<file path="src/core/scr_map.svh">
// constants and register map of the smart card serial channel
// Function
// [RULE_01] all bit timing comes from a base clock at 372 times the bit rate
// [RULE_02] receiver aligns to the start bit falling edge seen on base clock
// [RULE_03] each received bit is latched on the 186th base clock pulse
// [RULE_04] one character frame spans ten bit periods
// [RULE_05] bad received parity sets parity fault, error irq if rx irq enabled
// [RULE_06] host clears parity fault before next frame's parity sample point
// [RULE_07] a frame with parity error never sets the receive-full flag
// [RULE_08] good parity sets receive-full and raises rx irq if enabled
// [RULE_09] dma read of receive data clears the receive-full flag
// [RULE_10] after a good frame the data line stays released in error slot
// [RULE_11] error signal after a sent frame sets flag, error irq if enabled
// [RULE_12] host clears error signal flag before next parity sample point
// [RULE_13] transmit-done stays clear for a frame answered by an error signal
// [RULE_14] frame without error signal sets transmit-done, tx irq if enabled
// [RULE_15] dma write of transmit data clears the transmit-data-empty flag
// [RULE_16] before standby host sets idle pin level and stops tx and rx
// [RULE_17] clock stop finishes the current period then holds idle level
// [RULE_18] host zeroes mode registers after the clock stops, before standby
// [RULE_19] on wake host sets idle level to pin level, then restarts clock
// [RULE_20] clock restart from idle gives a full first pulse
// [RULE_21] clock pin is released after reset until configured
// [RULE_22] at power-on host sets idle level, modes, then clock enable
// [RULE_23] error signal while sending resends the same character
// [RULE_24] no separate transmit-end interrupt in this mode
// [RULE_25] receiver drives line low in guard bit after a bad parity
`ifndef SCR_MAP_SVH
`define SCR_MAP_SVH
// register offsets
`define SCR_ADDR_CTRL  3'h0
`define SCR_ADDR_MODE  3'h1
`define SCR_ADDR_CARD  3'h2
`define SCR_ADDR_STS   3'h3
`define SCR_ADDR_TXD   3'h4
`define SCR_ADDR_RXD   3'h5
`define SCR_ADDR_DIV   3'h6
// control fields
`define SCR_CTRL_TIE   7
`define SCR_CTRL_RIE   6
`define SCR_CTRL_TE    5
`define SCR_CTRL_RE    4
`define SCR_CTRL_IDLE  1
`define SCR_CTRL_CKEN  0
`define SCR_MODE_ODD   4
`define SCR_CARD_ON    0
// status fields
`define SCR_STS_TDE    7
`define SCR_STS_RXF    6
`define SCR_STS_ORUN   5
`define SCR_STS_PERR   4
`define SCR_STS_ERS    3
`define SCR_STS_TX_DONE_FLAG   2
// reset values
`define SCR_CTRL_RST   8'h00
`define SCR_MODE_RST   8'h00
`define SCR_CARD_RST   8'h00
`define SCR_DIV_RST    8'h01
// timing counts in base clock pulses and bit periods
`define SCR_BASE_PER   9'h174
`define SCR_SAMPLE_NUM 9'h0BA
`define SCR_PAR_BIT    4'h9
`define SCR_SLOT_BIT   4'hA
`define SCR_LAST_BIT   4'hB
`endif

</file>
<file path="src/core/scr_pkg.sv">
// types shared by the smart card serial channel
package scr_pkg;
	typedef enum logic [2:0] {
		TX_IDLE = 3'b001,
		TX_SEND = 3'b010,
		TX_SLOT = 3'b100
	} scr_tx_e;
	typedef enum logic [2:0] {
		RX_IDLE = 3'b001,
		RX_DATA = 3'b010,
		RX_SLOT = 3'b100
	} scr_rx_e;
endpackage : scr_pkg

</file>
<file path="src/core/scr_sync.sv">
// two flip-flop synchroniser for pin inputs
`timescale 1ns/1ps
module scr_sync #(
	parameter int W = 1
) (
	// clock and reset
	input  wire logic         clk_sys,
	input  wire logic         rst,
	// level in and out
	input  wire logic [W-1:0] d,
	output logic      [W-1:0] q
);
	logic [W-1:0] meta_ff;

	// first stage feeds only the second
	always_ff @(posedge clk_sys or posedge rst) begin
		if (rst) begin
			meta_ff <= '1;
			q       <= '1;
		end else begin
			meta_ff <= d;
			q       <= meta_ff;
		end
	end
endmodule : scr_sync

</file>
<file path="src/core/scr_clkgen.sv">
// card clock generator giving the base clock tick
`timescale 1ns/1ps
module scr_clkgen (
	// clock and reset
	input  wire logic       clk_sys,
	input  wire logic       rst,
	// control
	input  wire logic       en,
	input  wire logic       idle,
	input  wire logic [7:0] half,
	// outputs
	output logic            base_tick,
	output logic            sck_ff
);
	logic       run_ff;
	logic       ph_ff;
	logic [7:0] cnt_ff;
	wire        half_end = (cnt_ff == half - 8'h01);

	// period is a high half then a low half, each half sys cycles
	always_ff @(posedge clk_sys or posedge rst) begin
		if (rst) begin
			run_ff    <= 1'b0;
			ph_ff     <= 1'b0;
			cnt_ff    <= 8'h00;
			sck_ff    <= 1'b0;
			base_tick <= 1'b0;
		end else begin
			base_tick <= 1'b0;
			if (!run_ff) begin
				sck_ff <= idle;
				if (en) begin                       // RULE_20
					run_ff    <= 1'b1;
					ph_ff     <= 1'b0;
					cnt_ff    <= 8'h00;
					sck_ff    <= 1'b1;
					base_tick <= 1'b1;
				end
			end else if (half_end) begin
				cnt_ff <= 8'h00;
				if (!ph_ff) begin
					ph_ff  <= 1'b1;
					sck_ff <= 1'b0;
				end else begin
					ph_ff <= 1'b0;
					if (en) begin
						sck_ff    <= 1'b1;
						base_tick <= 1'b1;          // RULE_01
					end else begin
						run_ff <= 1'b0;             // RULE_17
						sck_ff <= idle;
					end
				end
			end else begin
				cnt_ff <= cnt_ff + 8'h01;
			end
		end
	end
endmodule : scr_clkgen

</file>
<file path="src/core/scr_top.sv">
// smart card serial channel: framing, retransmit, flags and registers
`timescale 1ns/1ps
`include "scr_map.svh"
module scr_top
	import scr_pkg::*;
(
	// clock and reset
	input  wire logic       clk_sys,
	input  wire logic       rst,
	// register port
	input  wire logic [2:0] addr,
	input  wire logic [7:0] wr_data,
	input  wire logic       wr_stb,
	input  wire logic       rd_stb,
	input  wire logic       dma_access,
	output logic      [7:0] rd_data_ff,
	// interrupt requests
	output logic            error_irq_ff,
	output logic            rx_full_irq_ff,
	output logic            tx_empty_irq_ff,
	// card data line
	input  wire logic       io_in,
	output logic            io_out_ff,
	output logic            io_oe_n_ff,
	// card clock pin
	output logic            sck_out,
	output logic            sck_oe_n_ff
);
	// software registers
	logic [7:0] ctrl_ff;
	logic [7:0] mode_ff;
	logic [7:0] card_ff;
	logic [7:0] div_ff;
	logic [7:0] txd_ff;
	logic [7:0] rxd_ff;
	// status flags
	logic       tde_ff;
	logic       rxf_ff;
	logic       orun_ff;
	logic       perr_ff;
	logic       ers_ff;
	logic       tx_done_flag_ff;
	// transmitter
	scr_tx_e    tx_st_ff;
	logic [8:0] tx_cnt_ff;
	logic [3:0] tx_bit_ff;
	logic [9:0] tx_frame_ff;
	logic       tx_err_ff;
	// receiver
	scr_rx_e    rx_st_ff;
	logic [8:0] rx_cnt_ff;
	logic [3:0] rx_bit_ff;
	logic [9:0] rx_sh_ff;
	logic       rx_bad_ff;
	logic       rx_prev_ff;
	logic       line_s;
	logic       base_tick;

	// parity bit that makes data plus parity even, or odd when asked
	function automatic logic scr_par(input logic [7:0] d, input logic odd);
		scr_par = (^d) ^ odd;
	endfunction : scr_par

	wire card_on = card_ff[`SCR_CARD_ON];
	wire odd     = mode_ff[`SCR_MODE_ODD];
	wire rx_irq_enable     = ctrl_ff[`SCR_CTRL_RIE];
	wire tx_irq_enable     = ctrl_ff[`SCR_CTRL_TIE];

	// bus decode
	wire wr_ctrl = wr_stb && addr == `SCR_ADDR_CTRL;
	wire wr_mode = wr_stb && addr == `SCR_ADDR_MODE;
	wire wr_card = wr_stb && addr == `SCR_ADDR_CARD;
	wire wr_sts  = wr_stb && addr == `SCR_ADDR_STS;
	wire wr_txd  = wr_stb && addr == `SCR_ADDR_TXD;
	wire wr_div  = wr_stb && addr == `SCR_ADDR_DIV;
	wire rd_rxd  = rd_stb && addr == `SCR_ADDR_RXD;
	wire dma_txd = wr_txd && dma_access;
	wire dma_rxd = rd_rxd && dma_access;

	// base clock and card clock pin
	scr_clkgen u_clk (
		.clk_sys   (clk_sys),
		.rst       (rst),
		.en        (ctrl_ff[`SCR_CTRL_CKEN]),
		.idle      (ctrl_ff[`SCR_CTRL_IDLE]),
		.half      (div_ff),
		.base_tick (base_tick),
		.sck_ff    (sck_out)
	);

	// data line comes from outside, so it is synchronised first
	scr_sync #(.W(1)) u_sync (
		.clk_sys (clk_sys),
		.rst     (rst),
		.d       (io_in),
		.q       (line_s)
	);

	// transmitter events
	wire tx_start = tx_st_ff == TX_IDLE && ctrl_ff[`SCR_CTRL_TE]
		&& card_on && !tde_ff;
	wire tx_bit_end = base_tick && tx_cnt_ff == `SCR_BASE_PER - 9'h001;
	wire tx_err_seen = tx_st_ff == TX_SLOT && base_tick
		&& tx_bit_ff == `SCR_SLOT_BIT
		&& tx_cnt_ff == `SCR_SAMPLE_NUM - 9'h001 && !line_s;
	wire tx_end_evt = tx_st_ff == TX_SLOT && tx_bit_end
		&& tx_bit_ff == `SCR_LAST_BIT;
	wire tx_good_end = tx_end_evt && !tx_err_ff;

	// receiver events
	wire rx_smp = rx_st_ff == RX_DATA && base_tick
		&& rx_cnt_ff == `SCR_SAMPLE_NUM - 9'h001;
	wire rx_bit_end = base_tick && rx_cnt_ff == `SCR_BASE_PER - 9'h001;
	wire rx_par_chk = rx_smp && rx_bit_ff == `SCR_PAR_BIT;
	wire rx_ok = line_s == scr_par(rx_sh_ff[8:1], odd);
	wire rx_par_bad = rx_par_chk && !rx_ok;
	wire rx_par_ok = rx_par_chk && rx_ok;

	// control registers written by software
	always_ff @(posedge clk_sys or posedge rst) begin
		if (rst) begin
			ctrl_ff <= `SCR_CTRL_RST;
			mode_ff <= `SCR_MODE_RST;
			card_ff <= `SCR_CARD_RST;
			div_ff  <= `SCR_DIV_RST;
			txd_ff  <= 8'h00;
		end else begin
			if (wr_ctrl)
				ctrl_ff <= wr_data;
			if (wr_mode)
				mode_ff <= wr_data;
			if (wr_card)
				card_ff <= wr_data;
			if (wr_div)
				div_ff <= wr_data;
			if (wr_txd)
				txd_ff <= wr_data;
		end
	end

	// status flags: hardware set wins over a clear in the same cycle
	always_ff @(posedge clk_sys or posedge rst) begin
		if (rst) begin
			tde_ff  <= 1'b1;
			tx_done_flag_ff <= 1'b1;
			rxf_ff  <= 1'b0;
			orun_ff <= 1'b0;
			perr_ff <= 1'b0;
			ers_ff  <= 1'b0;
		end else begin
			tde_ff  <= tx_good_end | (tde_ff                       // RULE_15
				& ~(dma_txd | (wr_sts & ~wr_data[`SCR_STS_TDE])));
			tx_done_flag_ff <= tx_good_end                                 // RULE_14
				| (tx_done_flag_ff & ~(tx_start | dma_txd));               // RULE_13
			rxf_ff  <= rx_par_ok | (rxf_ff                         // RULE_08
				& ~(dma_rxd | (wr_sts & ~wr_data[`SCR_STS_RXF])));  // RULE_09
			orun_ff <= (rx_par_ok & rxf_ff)
				| (orun_ff & ~(wr_sts & ~wr_data[`SCR_STS_ORUN]));
			perr_ff <= rx_par_bad                                  // RULE_05
				| (perr_ff & ~(wr_sts & ~wr_data[`SCR_STS_PERR]));
			ers_ff  <= tx_err_seen                                 // RULE_11
				| (ers_ff & ~(wr_sts & ~wr_data[`SCR_STS_ERS]));
		end
	end

	// interrupt levels; there is no transmit-end request here
	always_ff @(posedge clk_sys or posedge rst) begin
		if (rst) begin
			error_irq_ff    <= 1'b0;
			rx_full_irq_ff  <= 1'b0;
			tx_empty_irq_ff <= 1'b0;
		end else begin
			error_irq_ff    <= rx_irq_enable & (orun_ff | perr_ff | ers_ff); // RULE_05
			rx_full_irq_ff  <= rx_irq_enable & rxf_ff;                       // RULE_08
			tx_empty_irq_ff <= tx_irq_enable & tx_done_flag_ff;                      // RULE_24
		end
	end

	// transmit sequencer: ten bit frame, then guard and error slot
	always_ff @(posedge clk_sys or posedge rst) begin
		if (rst) begin
			tx_st_ff    <= TX_IDLE;
			tx_cnt_ff   <= 9'h000;
			tx_bit_ff   <= 4'h0;
			tx_frame_ff <= 10'h3FF;
			tx_err_ff   <= 1'b0;
		end else begin
			if (tx_st_ff != TX_IDLE && base_tick)
				tx_cnt_ff <= tx_bit_end ? 9'h000 : tx_cnt_ff + 9'h001;
			case (tx_st_ff)
				TX_IDLE: begin
					if (tx_start) begin
						tx_frame_ff <= {scr_par(txd_ff, odd), txd_ff, 1'b0};
						tx_st_ff    <= TX_SEND;
						tx_cnt_ff   <= 9'h000;
						tx_bit_ff   <= 4'h0;
					end
				end
				TX_SEND: begin
					if (tx_bit_end) begin
						tx_bit_ff <= tx_bit_ff + 4'h1;
						if (tx_bit_ff == `SCR_PAR_BIT) begin // RULE_04
							tx_st_ff  <= TX_SLOT;
							tx_err_ff <= 1'b0;
						end
					end
				end
				TX_SLOT: begin
					if (tx_err_seen)
						tx_err_ff <= 1'b1;                   // RULE_25
					if (tx_end_evt) begin
						tx_bit_ff <= 4'h0;
						tx_st_ff  <= tx_err_ff ? TX_SEND : TX_IDLE; // RULE_23
					end else if (tx_bit_end) begin
						tx_bit_ff <= tx_bit_ff + 4'h1;
					end
				end
				default: tx_st_ff <= TX_IDLE;
			endcase
		end
	end

	// receive sequencer aligned to the start edge seen on base ticks
	always_ff @(posedge clk_sys or posedge rst) begin
		if (rst) begin
			rx_st_ff   <= RX_IDLE;
			rx_cnt_ff  <= 9'h000;
			rx_bit_ff  <= 4'h0;
			rx_sh_ff   <= 10'h000;
			rx_bad_ff  <= 1'b0;
			rx_prev_ff <= 1'b1;
		end else begin
			if (base_tick)
				rx_prev_ff <= line_s;
			if (rx_st_ff != RX_IDLE && base_tick)
				rx_cnt_ff <= rx_bit_end ? 9'h000 : rx_cnt_ff + 9'h001;
			case (rx_st_ff)
				RX_IDLE: begin
					if (base_tick && rx_prev_ff && !line_s
						&& ctrl_ff[`SCR_CTRL_RE] && card_on) begin // RULE_02
						rx_st_ff  <= RX_DATA;
						rx_cnt_ff <= 9'h000;
						rx_bit_ff <= 4'h0;
						rx_bad_ff <= 1'b0;
					end
				end
				RX_DATA: begin
					if (rx_smp) begin
						rx_sh_ff[rx_bit_ff] <= line_s;       // RULE_03
						if (rx_bit_ff == 4'h0 && line_s)
							rx_st_ff <= RX_IDLE;             // false start
						if (rx_par_bad)
							rx_bad_ff <= 1'b1;
					end
					if (rx_bit_end) begin
						rx_bit_ff <= rx_bit_ff + 4'h1;
						if (rx_bit_ff == `SCR_PAR_BIT)
							rx_st_ff <= RX_SLOT;             // RULE_04
					end
				end
				RX_SLOT: begin
					if (rx_bit_end) begin
						rx_bit_ff <= rx_bit_ff + 4'h1;
						if (rx_bit_ff == `SCR_LAST_BIT)
							rx_st_ff <= RX_IDLE;
					end
				end
				default: rx_st_ff <= RX_IDLE;
			endcase
		end
	end

	// receive data register, loaded even for a bad frame
	always_ff @(posedge clk_sys or posedge rst) begin
		if (rst)
			rxd_ff <= 8'h00;
		else if (rx_par_chk && !(rx_ok && rxf_ff))
			rxd_ff <= rx_sh_ff[8:1];
	end

	// data line: frame bits out, low error signal, else released
	always_ff @(posedge clk_sys or posedge rst) begin
		if (rst) begin
			io_out_ff  <= 1'b1;
			io_oe_n_ff <= 1'b1;
		end else if (tx_st_ff == TX_SEND) begin
			io_out_ff  <= tx_frame_ff[tx_bit_ff];
			io_oe_n_ff <= 1'b0;
		end else if (rx_st_ff == RX_SLOT && rx_bad_ff
			&& rx_bit_ff == `SCR_SLOT_BIT) begin
			io_out_ff  <= 1'b0;                              // RULE_25
			io_oe_n_ff <= 1'b0;
		end else begin
			io_out_ff  <= 1'b1;
			io_oe_n_ff <= 1'b1;                              // RULE_10
		end
	end

	// clock pin stays released until card mode or clock output is set
	always_ff @(posedge clk_sys or posedge rst) begin
		if (rst)
			sck_oe_n_ff <= 1'b1;                             // RULE_21
		else
			sck_oe_n_ff <= !(card_on || ctrl_ff[`SCR_CTRL_CKEN]);
	end

	// register read port, data valid the cycle after the strobe
	always_ff @(posedge clk_sys or posedge rst) begin
		if (rst) begin
			rd_data_ff <= 8'h00;
		end else begin
			rd_data_ff <= 8'h00;
			if (rd_stb) begin
				if (addr == `SCR_ADDR_CTRL)
					rd_data_ff <= ctrl_ff;
				else if (addr == `SCR_ADDR_MODE)
					rd_data_ff <= mode_ff;
				else if (addr == `SCR_ADDR_CARD)
					rd_data_ff <= card_ff;
				else if (addr == `SCR_ADDR_STS)
					rd_data_ff <= {tde_ff, rxf_ff, orun_ff, perr_ff,
						ers_ff, tx_done_flag_ff, 2'b00};
				else if (addr == `SCR_ADDR_TXD)
					rd_data_ff <= txd_ff;
				else if (addr == `SCR_ADDR_RXD)
					rd_data_ff <= rxd_ff;
				else if (addr == `SCR_ADDR_DIV)
					rd_data_ff <= div_ff;
			end
		end
	end
endmodule : scr_top

</file>
<file path="config.mk">
export PLATFORM = sky130hd
export DESIGN_NAME = scr_top
export DESIGN_NICKNAME = d
export VERILOG_FILES = /design/src/core/scr_pkg.sv /design/src/core/scr_sync.sv /design/src/core/scr_clkgen.sv /design/src/core/scr_top.sv
export VERILOG_INCLUDE_DIRS = /design/src /design/src/core
export SDC_FILE = /design/constraint.sdc
export NUM_CORES = 1
export LEC_CHECK = 0
export ABC_CLOCK_PERIOD_IN_PS = 3800
export BUFFER_PORTS_ARGS = -buffer_cell sky130_fd_sc_hd__buf_2
export CAP_MARGIN = 10
export CORE_MARGIN = 8
export CORE_UTILIZATION = 30
export DETAILED_ROUTE_END_ITERATION = 6
export GPL_ROUTABILITY_DRIVEN = 1
export GPL_TIMING_DRIVEN = 0
export PLACE_DENSITY_LB_ADDON = 0.25
export SLEW_MARGIN = 40
export SYNTH_ARGS = -nofsm -noshare
export SYNTH_HDL_FRONTEND = slang
export SYNTH_SLANG_ARGS = --single-unit
</file>
<file path="constraint.sdc">
create_clock -name clk_sys -period 3.8 [get_ports clk_sys]
set_clock_uncertainty 0.05 [all_clocks]
set_input_delay 0.38 -clock clk_sys [delete_from_list [all_inputs] [get_ports clk_sys]]
set_output_delay 0.38 -clock clk_sys [all_outputs]
set_load 0.05 [all_outputs]
</file>
==> flow_summary.yaml <==
worst_setup_path:
  start_kind: "flop"
  cp_top_family: "simple AND/OR/NAND/NOR gates"
  slowest_delay_ns: 0.60
  cp_cell_sequence: "inv_1 -> ha_1 -> xnor2_1 -> a211oi_1 -> o211ai_1 -> nor4_1 -> and2_1 -> clkbuf_1 -> o31ai_1"
  cp_max_fo: 7
  worst-path-buf-inv: 2
  slowest_stage: "dfstp_2"
  endpoint_kind: "flop"
  worstSetupPathType: "reg -> reg"
  cp.arrival_ns: 3.02
  cp.required_ns: 4.05
  rrSetupSlack_ns: 1.02
logic_synthesis:
  ys_seq_area_share_pct: 50.18
  synth_area_per_cell_um2: 11.03
  ys_warn_count: 0
  syn_area_mm2: 0.006785
  syn_nets: 645
  synthArstFlopShare_pct: 100.0
  syn_inst: 615
  ys_ff_latch: 135
  netlist-cell-type-count: 59
  synthFlopType: "dfrtp_1"
  synth_edf_count: 0
clock_tree:
  postCtsSetupBuffers: 0
  clkLatencyLatePin_ns: 0.42
  cts_tree: "done"
  cts_buffers: 17
  clock_path_buffers: 2
  htree_levels: 4
  cts_resized: 0
  clk_pin_slew_worst_paths_ns: 0.06
  cts.sinks: 135
  root_buffer: "clkbuf_16"
cells_and_area:
  layout_commonest_cell: "dfrtp_1"
  final_cell_mix: "dfrtp_1 (114), mux2_2 (70), nand2_1 (47), nor2_1 (42), a21oi_1 (34)"
  diodes: 0
  syn2layout_area_growth_pct: 18.29
  drive_above_1_share_pct: 25.11
  finalNonFillerCells: 970
  layout.nets: 702
floorplan:
  num_io_pins: 32
  core-area_mm2: 0.02243
  dieHeight_um: 166.4
  fp-row-count: 55
  die-area_mm2: 0.02769
  fp.dieW_um: 166.4
  initial_core_util_pct: 30.25
global_routing:
  grt_pass1_wl_um: 26190
  grt_max_degree: 26
  grt_pass1_vias: 4945
  globalRouteOverflowTotal: 0
  antenna_found_initial: 0
  grt.total_usage_pct: 11.81
timing:
  fmax_ghz: 0.3601
  tightest_slew_ns: 0.6875
  slew_headroom_pct: 54.17
  final.min_clock_period_ns: 2.777
  finalSetupViolations: 0
  setup_tns_ns: 0
  finalCritPeriodShare_pct: 73.08
  finalHoldViolCount: 0
  fin_hold_ws_ns: 0.2129
  drv_slew: 0
  rsz0062_at_grt: "false"
routing:
  wl_per_cell_um: 16.42
  firstDrtPassIters: 5
  viasPerCell: 4.989
  vias: 4839
  drc: 0
  ant_nets: 0
  totalWireLength_um: 15930
  drt_iter0_drc: 309
min_path:
  min_path_type: "in -> reg"
pwr:
  leakage_nw: 3.369
  vdd_drop_max_v: 0.0003437
  power.density_mw_per_mm2: 542.7
status:
  status: "complete, no violations"
place:
  placed_cells: 936
  dp_hpwl_um: 11980
  portBuffers: 30
  routabilityCongestion: 0.8225
job:
  max-cap-violations: 0
==> cell type report <==
| cell class | count | area [µm²] |
|---|---|---|
| fillers | 2182 | 14410 |
| flip-flops and latches | 135 | 3405 |
| multi-input cells | 438 | 3217 |
| clock buffers | 23 | 478.0 |
| well taps | 285 | 356.6 |
| repair buffers | 38 | 320.3 |
| plain buffers | 26 | 108.9 |
| clock inverters | 9 | 77.57 |
| inverters | 16 | 63.81 |
==> worst min-delay path, delay by kind of cell <==
| family | cells | cell delay [ns] |
|---|---|---|
| simple gates | 1 | 0.06 |
| compound gates | 1 | 0.07 |
| buf+inv | 1 | 0.14 |
==> sequential cells by signal, summed over array words and instances, names as in the netlist, 4 cells and up <==
| signal | count |
|---|---|
| txd_ff | 8 |
| rx_bit_ff | 4 |
| ctrl_ff | 8 |
| tx_bit_ff | 4 |
| rd_data_ff | 8 |
| rxd_ff | 8 |
| u_clk.cnt_ff | 8 |
| rx_cnt_ff | 9 |
| tx_cnt_ff | 9 |
| rx_sh_ff | 8 |
| tx_frame_ff | 10 |
| card_ff | 8 |
| mode_ff | 8 |
| div_ff | 8 |
==> timing repair <==
action | CTS | global route
hold buffers | 1 | 1
endpoints found under the setup margin | 0 | 0
hold endpoints to repair | 8 | 1
==> stage by stage <==
| stage | utilization [%] | total power [mW] | worst slack [ns] | instance area, µm² |
|---|---|---|---|---|
| 2_1_floorplan | - | 2.579 | 1.467 | 6789 |
| 3_3_place_gp | 32.52 | 2.794 | 0.8206 | 7296 |
| 3_5_place_dp | 33.19 | 2.844 | 1.022 | 7446 |
| 4_1_cts | 35.71 | 4.414 | 1.010 | 8011 |
| 5_1_grt | 35.78 | 4.596 | 0.7764 | 8026 |
| 6_report | 35.78 | 4.356 | 1.023 | 8026 |
==> power by group <==
part / total (mW) / switching [mW] / internal (mW)
clock network: 1.54 / 0.596 / 0.945
logic: 0.895 / 0.470 / 0.425
registers: 1.92 / 0.203 / 1.72
total: 4.36 / 1.27 / 3.09
==> synth_stat cells, types with 3 or more instances <==
master / count / share of area [%]
a211oi_1: 3 / 0.33
a21boi_0: 3 / 0.33
a21oi_1: 34 / 2.5
a221oi_1: 7 / 0.90
and2_1: 8 / 0.74
and3_1: 6 / 0.55
and3b_1: 3 / 0.39
clkbuf_1: 23 / 1.3
dfrtp_1: 114 / 42
dfstp_2: 21 / 8.1
ha_1: 13 / 2.4
inv_1: 16 / 0.89
mux2_2: 70 / 12
mux2i_1: 11 / 1.6
nand2_1: 47 / 2.6
nand3_1: 15 / 1.1
nand3b_1: 5 / 0.55
nand4_1: 11 / 1.0
nand4b_1: 5 / 0.65
nor2_1: 42 / 2.3
nor2b_1: 20 / 1.8
nor3_1: 12 / 0.89
nor4bb_1: 4 / 0.59
o211ai_1: 3 / 0.33
o21ai_0: 22 / 1.6
o22ai_1: 3 / 0.28
or3_1: 5 / 0.46
xnor2_1: 32 / 4.1
xor2_1: 19 / 2.5
==> kinds of logic (layout without fill, tap and decap cells) <==
group	after synthesis	in the layout	share of synthesized area, %
and+or+nand+nor	202	202	16.19
DFF	135	135	50.18
AOI/OAI and AO/OA	89	89	8.261
muxes	83	83	13.90
xor gates and xnor gates	51	51	6.583
buffers and inverters	42	112	2.489
adders and majority gates	13	13	2.397
==> per-layer routing <==
| metal | wire length [µm] | GRT usage [%] |
|---|---|---|
| met5 | 0 | 0 |
| met4 | 199 | 3.917 |
| met3 | 595 | 3.114 |
| met2 | 7689 | 19.19 |
| met1 | 7445 | 15.00 |
==> path summary, 6_finish.rpt <==
kind	startpoint	to	cells after the start
setup / recovery	div_ff[0]$_DFFE_PP1P_	u_clk.ph_ff$_DFFE_PP0P_	9
hold / removal	wr_data[1]	card_ff[1]$_DFFE_PP0P_	3
max in group asynchronous	rst	rx_prev_ff$_DFFE_PP1P_	6
hold reg to reg	u_sync.meta_ff$_DFF_PP1_	u_sync.q$_DFF_PP1_	0
min in group asynchronous	rst	u_clk.cnt_ff[4]$_DFFE_PP0P_	3
setup reg to reg	div_ff[0]$_DFFE_PP1P_	u_clk.ph_ff$_DFFE_PP0P_	9
Power figures use the tool's default switching activity.
